<file path="src/rtc_consts.svh">
`ifndef RTC_CONSTS_SVH
`define RTC_CONSTS_SVH

// Word indices on the register bus (byte address = 4 * index)
`define RTC_IDX_CTRL 3'h0
`define RTC_IDX_SWCTL 3'h1
`define RTC_IDX_SEC 3'h2
`define RTC_IDX_HURMIN 3'h3
`define RTC_IDX_MONDAY 3'h4
`define RTC_IDX_YEARWK 3'h5
`define RTC_IDX_FLAGS 3'h6

// Control word fields
`define RTC_CTRL_RUN 0
`define RTC_CTRL_DIVRST 1
`define RTC_CTRL_24H 4
`define RTC_CTRL_BUSY 5
`define RTC_SW_RUN 0

// Field positions
`define RTC_PM_BIT 14
`define RTC_WK_LSB 8

// Reset values of the calendar
`define RTC_RST_HOUR 6'h12
`define RTC_RST_MON 5'h01
`define RTC_RST_DAY 6'h01

// Timing
`define RTC_CLK_HZ 100000000
`define RTC_SRC_HZ 256
`define RTC_SW_HZ 100
`define RTC_BUSY_CYCLES 4

`endif

</file>
<file path="src/rtc_pkg.sv">
package rtc_pkg;

   // Calendar state, every field BCD except the weekday and the pm flag
   typedef struct packed {
      logic [6:0] sec;
      logic [6:0] min;
      logic [5:0] hour;
      logic pm;
      logic [5:0] day;
      logic [4:0] mon;
      logic [2:0] wk;
      logic [7:0] year;
   } calendar_t;

   // Carries rippling through the calendar in one cycle
   typedef struct packed {
      logic min;
      logic hour;
      logic day;
      logic mon;
   } carry_t;

endpackage : rtc_pkg

</file>
<file path="src/rtc_calendar_counters.sv">
// Chosen here: the Avalon-MM slave port and the placing of the registers.
`timescale 1ns/1ns
`include "rtc_consts.svh"

// Behaviour
// - Stopwatch holds when stopped, resumes from hold
// - Stopwatch stops at next stopwatch tick
// - Seconds are two BCD digits, 0 to 59
// - Seconds word shows divider stages 1..128 Hz
// - Divider stages clear on divider reset
// - PM bit readable and writable in 12-hour mode
// - PM reads 0, writes store 0 in 24h
// - Stale PM clears at next hour increment
// - Minutes are two BCD digits, 0 to 59
// - Month is BCD 1 to 12
// - Day BCD, last day follows month, leap
// - Weekday counts 0 to 6, Sunday first
// - Year is two BCD digits, 0 to 99
// - One flag per event, write one clears
// - Mode bit selects 24-hour or 12-hour range
// - Divider reset bit reads 1 until done
module rtc_calendar_counters #(
   parameter int unsigned SRC_TICK_CYCLES = `RTC_CLK_HZ / `RTC_SRC_HZ,
   parameter int unsigned SW_TICK_CYCLES = `RTC_CLK_HZ / `RTC_SW_HZ
) (
   // Clock and reset
   input wire logic clk_sys_i,
   input wire logic rst_n_i,
   // Avalon-MM slave, word addressed
   input wire logic [2:0] avs_address_i,
   input wire logic avs_read_i,
   input wire logic avs_write_i,
   input wire logic [31:0] avs_writedata_i,
   input wire logic [3:0] avs_byteenable_i,
   output logic [31:0] avs_readdata_o,
   output logic avs_waitrequest_o,
   // Events from neighbouring logic on this clock
   input wire logic alarm_event_i,
   input wire logic regulation_done_i,
   // Flag state
   output logic [15:0] event_flags_o
);

   localparam logic [31:0] SRC_LAST = 32'(SRC_TICK_CYCLES - 1);
   localparam logic [31:0] SW_LAST = 32'(SW_TICK_CYCLES - 1);
   localparam logic [31:0] BUSY_FROM =
      32'(SRC_TICK_CYCLES - `RTC_BUSY_CYCLES);

   rtc_pkg::calendar_t cal_reg, cal_next;
   rtc_pkg::carry_t cy;
   logic wait_reg, wr_acc, rd_acc;
   logic [31:0] rdata_reg;
   logic [15:0] cur_word, wword, wmask, flags_reg, flag_set;
   logic run_reg, mode24_reg, divrst_reg, busy_reg;
   logic [31:0] src_cnt_reg, sw_cnt_reg;
   logic [7:0] div_reg, sw_val_reg;
   logic sw_run_reg, sw_active_reg;
   logic src_tick, sec_tick, sw_tick, sw_count;

   // Two-digit BCD increment; callers handle their own wrap point
   function automatic logic [7:0] bcd_inc(input logic [7:0] v);
      if (v[3:0] == 4'h9) begin
         bcd_inc = {v[7:4] + 4'h1, 4'h0};
      end else begin
         bcd_inc = {v[7:4], v[3:0] + 4'h1};
      end
   endfunction : bcd_inc

   // Last day of a month; every year divisible by four is a leap year
   function automatic logic [5:0] month_last(input logic [4:0] m,
                                             input logic [7:0] y);
      logic leap;
      leap = y[4] ? (y[3:0] == 4'h2 || y[3:0] == 4'h6)
                  : (y[3:0] == 4'h0 || y[3:0] == 4'h4 || y[3:0] == 4'h8);
      unique case (m)
         5'h02: month_last = leap ? 6'h29 : 6'h28;
         5'h04, 5'h06, 5'h09, 5'h11: month_last = 6'h30;
         default: month_last = 6'h31;
      endcase
   endfunction : month_last

   // Bus handshake: one wait state, then the access completes
   assign rd_acc = avs_read_i && !wait_reg;
   assign wr_acc = avs_write_i && !wait_reg;
   always_ff @(posedge clk_sys_i or negedge rst_n_i) begin
      if (!rst_n_i) begin
         wait_reg <= 1'b1;
      end else begin
         wait_reg <= !((avs_read_i || avs_write_i) && wait_reg);
      end
   end

   // Current value of the addressed word, reserved bits read zero
   always_comb begin
      cur_word = 16'h0000;
      unique case (avs_address_i)
         `RTC_IDX_CTRL: begin
            cur_word[`RTC_CTRL_RUN] = run_reg;
            cur_word[`RTC_CTRL_DIVRST] = divrst_reg;
            cur_word[`RTC_CTRL_24H] = mode24_reg;
            cur_word[`RTC_CTRL_BUSY] = busy_reg;
         end
         `RTC_IDX_SWCTL: cur_word = {sw_val_reg, 7'h00, sw_run_reg};
         `RTC_IDX_SEC: cur_word = {1'b0, cal_reg.sec, div_reg};
         `RTC_IDX_HURMIN: cur_word = {1'b0, cal_reg.pm && !mode24_reg,
                                       cal_reg.hour, 1'b0, cal_reg.min};
         `RTC_IDX_MONDAY: cur_word = {3'h0, cal_reg.mon, 2'h0, cal_reg.day};
         `RTC_IDX_YEARWK: cur_word = {5'h00, cal_reg.wk, cal_reg.year};
         `RTC_IDX_FLAGS: cur_word = flags_reg;
         default: cur_word = 16'h0000;
      endcase
   end

   // Byte lanes not enabled keep their current contents
   assign wmask = {{8{avs_byteenable_i[1]}}, {8{avs_byteenable_i[0]}}};
   assign wword = (avs_writedata_i[15:0] & wmask) | (cur_word & ~wmask);

   // Read data is latched as waitrequest drops and stands with it
   always_ff @(posedge clk_sys_i or negedge rst_n_i) begin
      if (!rst_n_i) begin
         rdata_reg <= 32'h0000_0000;
      end else if (avs_read_i && wait_reg) begin
         rdata_reg <= {16'h0000, cur_word};
      end
   end

   // Control bits written by software
   always_ff @(posedge clk_sys_i or negedge rst_n_i) begin
      if (!rst_n_i) begin
         run_reg <= 1'b0;
         mode24_reg <= 1'b0;
         sw_run_reg <= 1'b0;
      end else if (wr_acc && avs_address_i == `RTC_IDX_CTRL) begin
         run_reg <= wword[`RTC_CTRL_RUN];
         mode24_reg <= wword[`RTC_CTRL_24H];
      end else if (wr_acc && avs_address_i == `RTC_IDX_SWCTL) begin
         sw_run_reg <= wword[`RTC_SW_RUN];
      end
   end

   // Divider reset request lasts one cycle and reads 1 meanwhile
   always_ff @(posedge clk_sys_i or negedge rst_n_i) begin
      if (!rst_n_i) begin
         divrst_reg <= 1'b0;
      end else begin
         divrst_reg <= wr_acc && avs_address_i == `RTC_IDX_CTRL &&
                       wword[`RTC_CTRL_DIVRST];
      end
   end

   // Source prescaler: one divider step per 1/256 second while running
   assign src_tick = run_reg && src_cnt_reg == SRC_LAST;
   assign sec_tick = src_tick && div_reg == 8'hff;
   always_ff @(posedge clk_sys_i or negedge rst_n_i) begin
      if (!rst_n_i) begin
         src_cnt_reg <= 32'h0000_0000;
      end else if (divrst_reg || src_tick) begin
         src_cnt_reg <= 32'h0000_0000;
      end else if (run_reg) begin
         src_cnt_reg <= src_cnt_reg + 32'h0000_0001;
      end
   end

   // Divider stages 128 Hz .. 1 Hz, cleared by the divider reset
   always_ff @(posedge clk_sys_i or negedge rst_n_i) begin
      if (!rst_n_i) begin
         div_reg <= 8'h00;
      end else if (divrst_reg) begin
         div_reg <= 8'h00;
      end else if (src_tick) begin
         div_reg <= div_reg + 8'h01;
      end
   end

   // Busy shortly before and during the second carry; software must
   // not write the calendar then, as the carry still steps the fields not written
   always_ff @(posedge clk_sys_i or negedge rst_n_i) begin
      if (!rst_n_i) begin
         busy_reg <= 1'b0;
      end else begin
         busy_reg <= run_reg && div_reg == 8'hff &&
                     src_cnt_reg >= BUSY_FROM;
      end
   end

   // Calendar carry chain evaluated in one cycle
   always_comb begin
      cal_next = cal_reg;
      cy = '0;
      if (sec_tick) begin
         if (cal_reg.sec == 7'h59) begin
            cal_next.sec = 7'h00;
            cy.min = 1'b1;
         end else begin
            cal_next.sec = 7'(bcd_inc({1'b0, cal_reg.sec}));
         end
      end
      if (cy.min) begin
         if (cal_reg.min == 7'h59) begin
            cal_next.min = 7'h00;
            cy.hour = 1'b1;
         end else begin
            cal_next.min = 7'(bcd_inc({1'b0, cal_reg.min}));
         end
      end
      if (cy.hour) begin
         if (mode24_reg) begin
            cal_next.pm = 1'b0;
            if (cal_reg.hour == 6'h23) begin
               cal_next.hour = 6'h00;
               cy.day = 1'b1;
            end else begin
               cal_next.hour = 6'(bcd_inc({2'b00, cal_reg.hour}));
            end
         end else if (cal_reg.hour == 6'h12) begin
            cal_next.hour = 6'h01;
         end else if (cal_reg.hour == 6'h11) begin
            cal_next.hour = 6'h12;
            cal_next.pm = !cal_reg.pm;
            cy.day = cal_reg.pm;
         end else begin
            cal_next.hour = 6'(bcd_inc({2'b00, cal_reg.hour}));
         end
      end
      if (cy.day) begin
         cal_next.wk = cal_reg.wk == 3'h6 ? 3'h0 : cal_reg.wk + 3'h1;
         if (cal_reg.day >= month_last(cal_reg.mon, cal_reg.year)) begin
            cal_next.day = 6'h01;
            cy.mon = 1'b1;
         end else begin
            cal_next.day = 6'(bcd_inc({2'b00, cal_reg.day}));
         end
      end
      if (cy.mon) begin
         if (cal_reg.mon == 5'h12) begin
            cal_next.mon = 5'h01;
            cal_next.year = cal_reg.year == 8'h99 ? 8'h00
                                                  : bcd_inc(cal_reg.year);
         end else begin
            cal_next.mon = 5'(bcd_inc({3'b000, cal_reg.mon}));
         end
      end
   end

   // Calendar update; a software write replaces its own fields
   always_ff @(posedge clk_sys_i or negedge rst_n_i) begin
      if (!rst_n_i) begin
         cal_reg <= '0;
         cal_reg.hour <= `RTC_RST_HOUR;
         cal_reg.mon <= `RTC_RST_MON;
         cal_reg.day <= `RTC_RST_DAY;
      end else begin
         cal_reg <= cal_next;
         if (wr_acc && avs_address_i == `RTC_IDX_SEC) begin
            cal_reg.sec <= wword[14:8];
         end
         if (wr_acc && avs_address_i == `RTC_IDX_HURMIN) begin
            cal_reg.pm <= wword[`RTC_PM_BIT] && !mode24_reg;
            cal_reg.hour <= wword[13:8];
            cal_reg.min <= wword[6:0];
         end
         if (wr_acc && avs_address_i == `RTC_IDX_MONDAY) begin
            cal_reg.mon <= wword[12:8];
            cal_reg.day <= wword[5:0];
         end
         if (wr_acc && avs_address_i == `RTC_IDX_YEARWK) begin
            cal_reg.wk <= wword[`RTC_WK_LSB +: 3];
            cal_reg.year <= wword[7:0];
         end
      end
   end

   // Stopwatch prescaler runs free so the run bit syncs to its edges
   assign sw_tick = sw_cnt_reg == SW_LAST;
   assign sw_count = sw_tick && sw_active_reg;
   always_ff @(posedge clk_sys_i or negedge rst_n_i) begin
      if (!rst_n_i) begin
         sw_cnt_reg <= 32'h0000_0000;
      end else begin
         sw_cnt_reg <= sw_tick ? 32'h0000_0000 : sw_cnt_reg + 32'h0000_0001;
      end
   end

   // Run bit takes effect at a stopwatch edge, so a stop may add one
   always_ff @(posedge clk_sys_i or negedge rst_n_i) begin
      if (!rst_n_i) begin
         sw_active_reg <= 1'b0;
         sw_val_reg <= 8'h00;
      end else if (sw_tick) begin
         sw_active_reg <= sw_run_reg;
         if (sw_active_reg) begin
            sw_val_reg <= sw_val_reg == 8'h99 ? 8'h00
                                              : bcd_inc(sw_val_reg);
         end
      end
   end

   // Event sources, one per flag bit except bits 11..9, which are tied to zero
   assign flag_set = {regulation_done_i,
                      sw_count && sw_val_reg == 8'h99,
                      sw_count && sw_val_reg[3:0] == 4'h9,
                      sw_count, 3'b000, alarm_event_i,
                      cy.day, cy.hour, cy.min, sec_tick,
                      src_tick && div_reg[6:0] == 7'h7f,
                      src_tick && div_reg[5:0] == 6'h3f,
                      src_tick && div_reg[4:0] == 5'h1f,
                      src_tick && div_reg[2:0] == 3'h7};

   // Sticky flags: an event in the clearing cycle survives the clear
   always_ff @(posedge clk_sys_i or negedge rst_n_i) begin
      if (!rst_n_i) begin
         flags_reg <= 16'h0000;
      end else if (wr_acc && avs_address_i == `RTC_IDX_FLAGS) begin
         flags_reg <= (flags_reg & ~(avs_writedata_i[15:0] & wmask)) |
                      flag_set;
      end else begin
         flags_reg <= flags_reg | flag_set;
      end
   end

   assign avs_readdata_o = rdata_reg;
   assign avs_waitrequest_o = wait_reg;
   assign event_flags_o = flags_reg;
endmodule : rtc_calendar_counters

</file>
<file path="config.mk">
export PLATFORM = sky130hd
export DESIGN_NAME = rtc_calendar_counters
export DESIGN_NICKNAME = d
export VERILOG_FILES = /design/src/rtc_pkg.sv /design/src/rtc_calendar_counters.sv
export VERILOG_INCLUDE_DIRS = /design/src /design/src/src
export SDC_FILE = /design/constraint.sdc
export NUM_CORES = 1
export LEC_CHECK = 0
export BUFFER_PORTS_ARGS = -buffer_cell sky130_fd_sc_hd__buf_2
export CELL_PAD_IN_SITES_DETAIL_PLACEMENT = 1
export CELL_PAD_IN_SITES_GLOBAL_PLACEMENT = 1
export CORE_MARGIN = 5
export CORE_UTILIZATION = 30
export DETAILED_ROUTE_END_ITERATION = 16
export PLACE_DENSITY_LB_ADDON = 0.2
export RECOVER_POWER = 100
export SKIP_LAST_GASP = 1
export SLEW_MARGIN = 25
export SYNTH_ARGS = -nofsm -noshare
export SYNTH_HDL_FRONTEND = slang
export SYNTH_SLANG_ARGS = --single-unit
</file>
<file path="constraint.sdc">
create_clock -name clk_sys_i -period 3.5 [get_ports clk_sys_i]
set_clock_uncertainty 0.2 [all_clocks]
set_input_delay 0.35 -clock clk_sys_i [delete_from_list [all_inputs] [get_ports clk_sys_i]]
set_output_delay 0.35 -clock clk_sys_i [all_outputs]
set_load 0.02 [all_outputs]
</file>
==> flow_summary.toml <==
[outcome]
run_status = "complete, but fails checks"
violations = "max-capacitance violations, max-slew violations"

[global_routing]
grt-ovfl-total = 0
grt_pass1_vias = 8405
grt_usage_pct = 17.3
grt_max_degree = 76
grt_pass1_wl_microns = 48900
antenna_found_initial = 1

[sta]
worstMarginPinSlew_ns = 1.94
slew_violations = 76
finalWorstPathRequiredPeriod_ns = 3.21
relSlewSlack_pct = -29.3
min_period_over_period_pct = 91.8
fin_tns_setup_ns = 0
fmax_ghz = 0.311
setup_viol = 0
finalHoldWorstSlack_ns = 0.0205
rsz0062_at_grt = "no"
hold_violations = 0

[setup_path]
end_kind = "flip-flop"
start_kind = "flip-flop"
critPathArrivalTime_ns = 3.37
worstReg2RegEnd = "cal_reg[18]"
cp_max_fo = 8
r2r_cells = 8
critPathRequiredTime_ns = 3.65
reg2reg_from = "src_cnt_reg[3]"
r2r_setup_slack_ns = 0.29
critPathKind = "flip-flop to flip-flop"

[power_and_ir_drop]
clkPwrFrac_pct = 33.8
power_frac_comb_pct = 21.3
power_switching_mw = 1.87
seq_power_share_pct = 44.9
p_total_mw = 5.56
leakage_nw = 4.66
peakVddDrop_uv = 307
intPower_mw = 3.69
swShare_pct = 33.6
power.density_nw_per_um2 = 502

[drt]
routed_wl_microns = 30700
route.vias.total = 8140
drcViolationCount = 0
first_iter_violations = 430
dr.pass1.iters = 4
wl_per_cell_microns = 19.9
final_antenna_net_count = 0
viasPerCell = 5.27

[logic_synthesis]
ys_seq_elements = 162
yosysTopAreaCell = "dfrtp_1"
synth_cells = 1056
synth_edf_count = 0
syn_area_sq_um = 9680
seq_area_frac_synth_pct = 41.9
yosys-top-cells-area = "dfrtp_1, nand2_1, nor2_1"
synth_top_area_share_pct = 40.6
yosys_warnings = 0
yosys_most_used_dff = "dfrtp_1"
synth_area_per_cell_sq_um = 9.17
async_reset_ff_share_pct = 100
ys_types = 79

[min_path]
hold_class = "input port to flip-flop"
min_path_cells = 3
min_from = "avs_writedata_i[0]"
hold_path_end = "event_flags_o[0]"

[floorplanning]
dieArea_sq_um = 36000
pin_count = 94
die_h_microns = 190
core.rowCount = 65
dieWidth_microns = 190
start_util_pct = 30.5
core_area_sq_um = 31700

[clock_network]
cts_num_sinks = 162
post_cts_buffers = 0
numCtsBuffers = 17
h-tree-depth = 4
cts_resized = 0
path_clk_slew_ns = 0.07
root_buffer = "clkbuf_16"
holdBufCountCts = 17
cts_buffer_depth = 2
clock_latency_ns = 0.44
cts_tree = "done"

[finish]
fillers = 3730
synthToLayoutAreaGrowth_pct = 14.2
antenna_cells = 0
register_area_sq_um = 4060
nets = 1206
multi_input_area_sq_um = 5160
largest_register_ffs = 43
fin_cells = 1546
final_layout_size_suffix_gt1_share_pct = 10.1
fin_util_pct = 34.9

[placed_design]
portBuffers = 59
gp_congestion = 0.824
dp_hpwl_microns = 22700
dp_cells = 1498

[job]
maxCapViolCount = 1
==> worst max path at each step <==
| stage | from | slack (ns) | to | cells past startpoint |
|---|---|---|---|---|
| 2_1_floorplan | cal_reg[11] | 0.14 | cal_reg[18] | 12 |
| 3_3_place_gp | cal_reg[1] | 0.36 | cal_reg[18] | 14 |
| 3_5_place_dp | cal_reg[1] | 0.26 | cal_reg[18] | 14 |
| 4_1_cts | cal_reg[1] | 0.25 | cal_reg[18] | 14 |
| 5_1_grt | rst_n_i | 0.05 | sw_cnt_reg[20] | 3 |
| 6_report | src_cnt_reg[3] | 0.29 | cal_reg[18] | 8 |
==> cells by family after synthesis <==
group	after synthesis	synth area share, %
other	1	0.0387
adders and majority gates	29	3.75
and+or+nand+nor	438	23.4
DFF	162	41.9
AOI/OAI and AO/OA	206	13.7
muxes	50	5.70
xor gates and xnor gates	70	6.33
buffers and inverters	100	5.10
==> per-stage QoR <==
| stage | setup slack [ns] | cell area (sq um) |
|---|---|---|
| finish | 0.287 | 11100 |
| global route | 0.0450 | 11100 |
| CTS | 0.249 | 11200 |
| detailed placement | 0.257 | 10500 |
| global placement | 0.361 | 10500 |
| floorplan | 0.140 | 9740 |
==> final cells by class <==
type,instances,area share (%)
tap,402,4.55
sequential,162,36.7
clock buffer,21,4.16
inverter,35,1.19
multi-input combinational,809,46.6
clock inverter,10,0.996
timing repair buffer,107,5.75
==> Yosys cell counts (10+ instances only) <==
cell      number
nor3_1        27
inv_1         35
a21o_1        13
nand4_1       20
and3_1        11
a22oi_1       10
xnor2_1       46
nand2b_1      13
nor2_1       110
dfrtp_1      157
a21oi_1       50
nand3_1       42
nor2b_1       12
xor2_1        24
o21ai_0       61
nand2_1      114
clkbuf_1      38
mux2_2        21
mux2i_1       27
buf_4         16
nor4_1        18
ha_1          29
==> routing by layer <==
metal	vias to the layer above	share of wire, %	track usage (%)
li1	3866	-	-
met3	35	3.9	3.38
met1	4107	46	23.0
met2	130	49	29.3
met5	-	0.042	0
met4	2	1.4	4.12
==> layout by cell type (no fill, tap or decap), types with 24 or more instances in the layout <==
| cell type | n |
|---|---|
| dfrtp_1 | 157 |
| nand2_1 | 114 |
| nor2_1 | 111 |
| o21ai_0 | 61 |
| a21oi_1 | 50 |
| xnor2_1 | 46 |
| clkbuf_1 | 44 |
| nand3_1 | 42 |
| inv_1 | 35 |
| ha_1 | 29 |
| nor3_1 | 28 |
| mux2i_1 | 27 |
| xor2_1 | 24 |
| buf_2 | 24 |
==> worst max-delay path: stages, from the launching register on <==
cell and delay (ns):
dfrtp_1 0.44, or4_1 0.60, nor3_1 0.21, clkbuf_1 0.22, nand4_2 0.33, nor2_1 0.63, buf_4 0.24, a21oi_1 0.06
a22oi_1 0.18
==> power by group through the flow <==
stage / sequential, mW / clock [mW] / combinational [mW]
6_report: 2.49 / 1.88 / 1.18
5_1_grt: 2.53 / 2.01 / 1.33
4_1_cts: 2.49 / 1.93 / 1.23
3_5_place_dp: 2.52 / 0 / 1.21
3_3_place_gp: 2.52 / 0 / 1.18
2_1_floorplan: 2.41 / 0 / 0.853
Power figures use the tool's default switching activity.
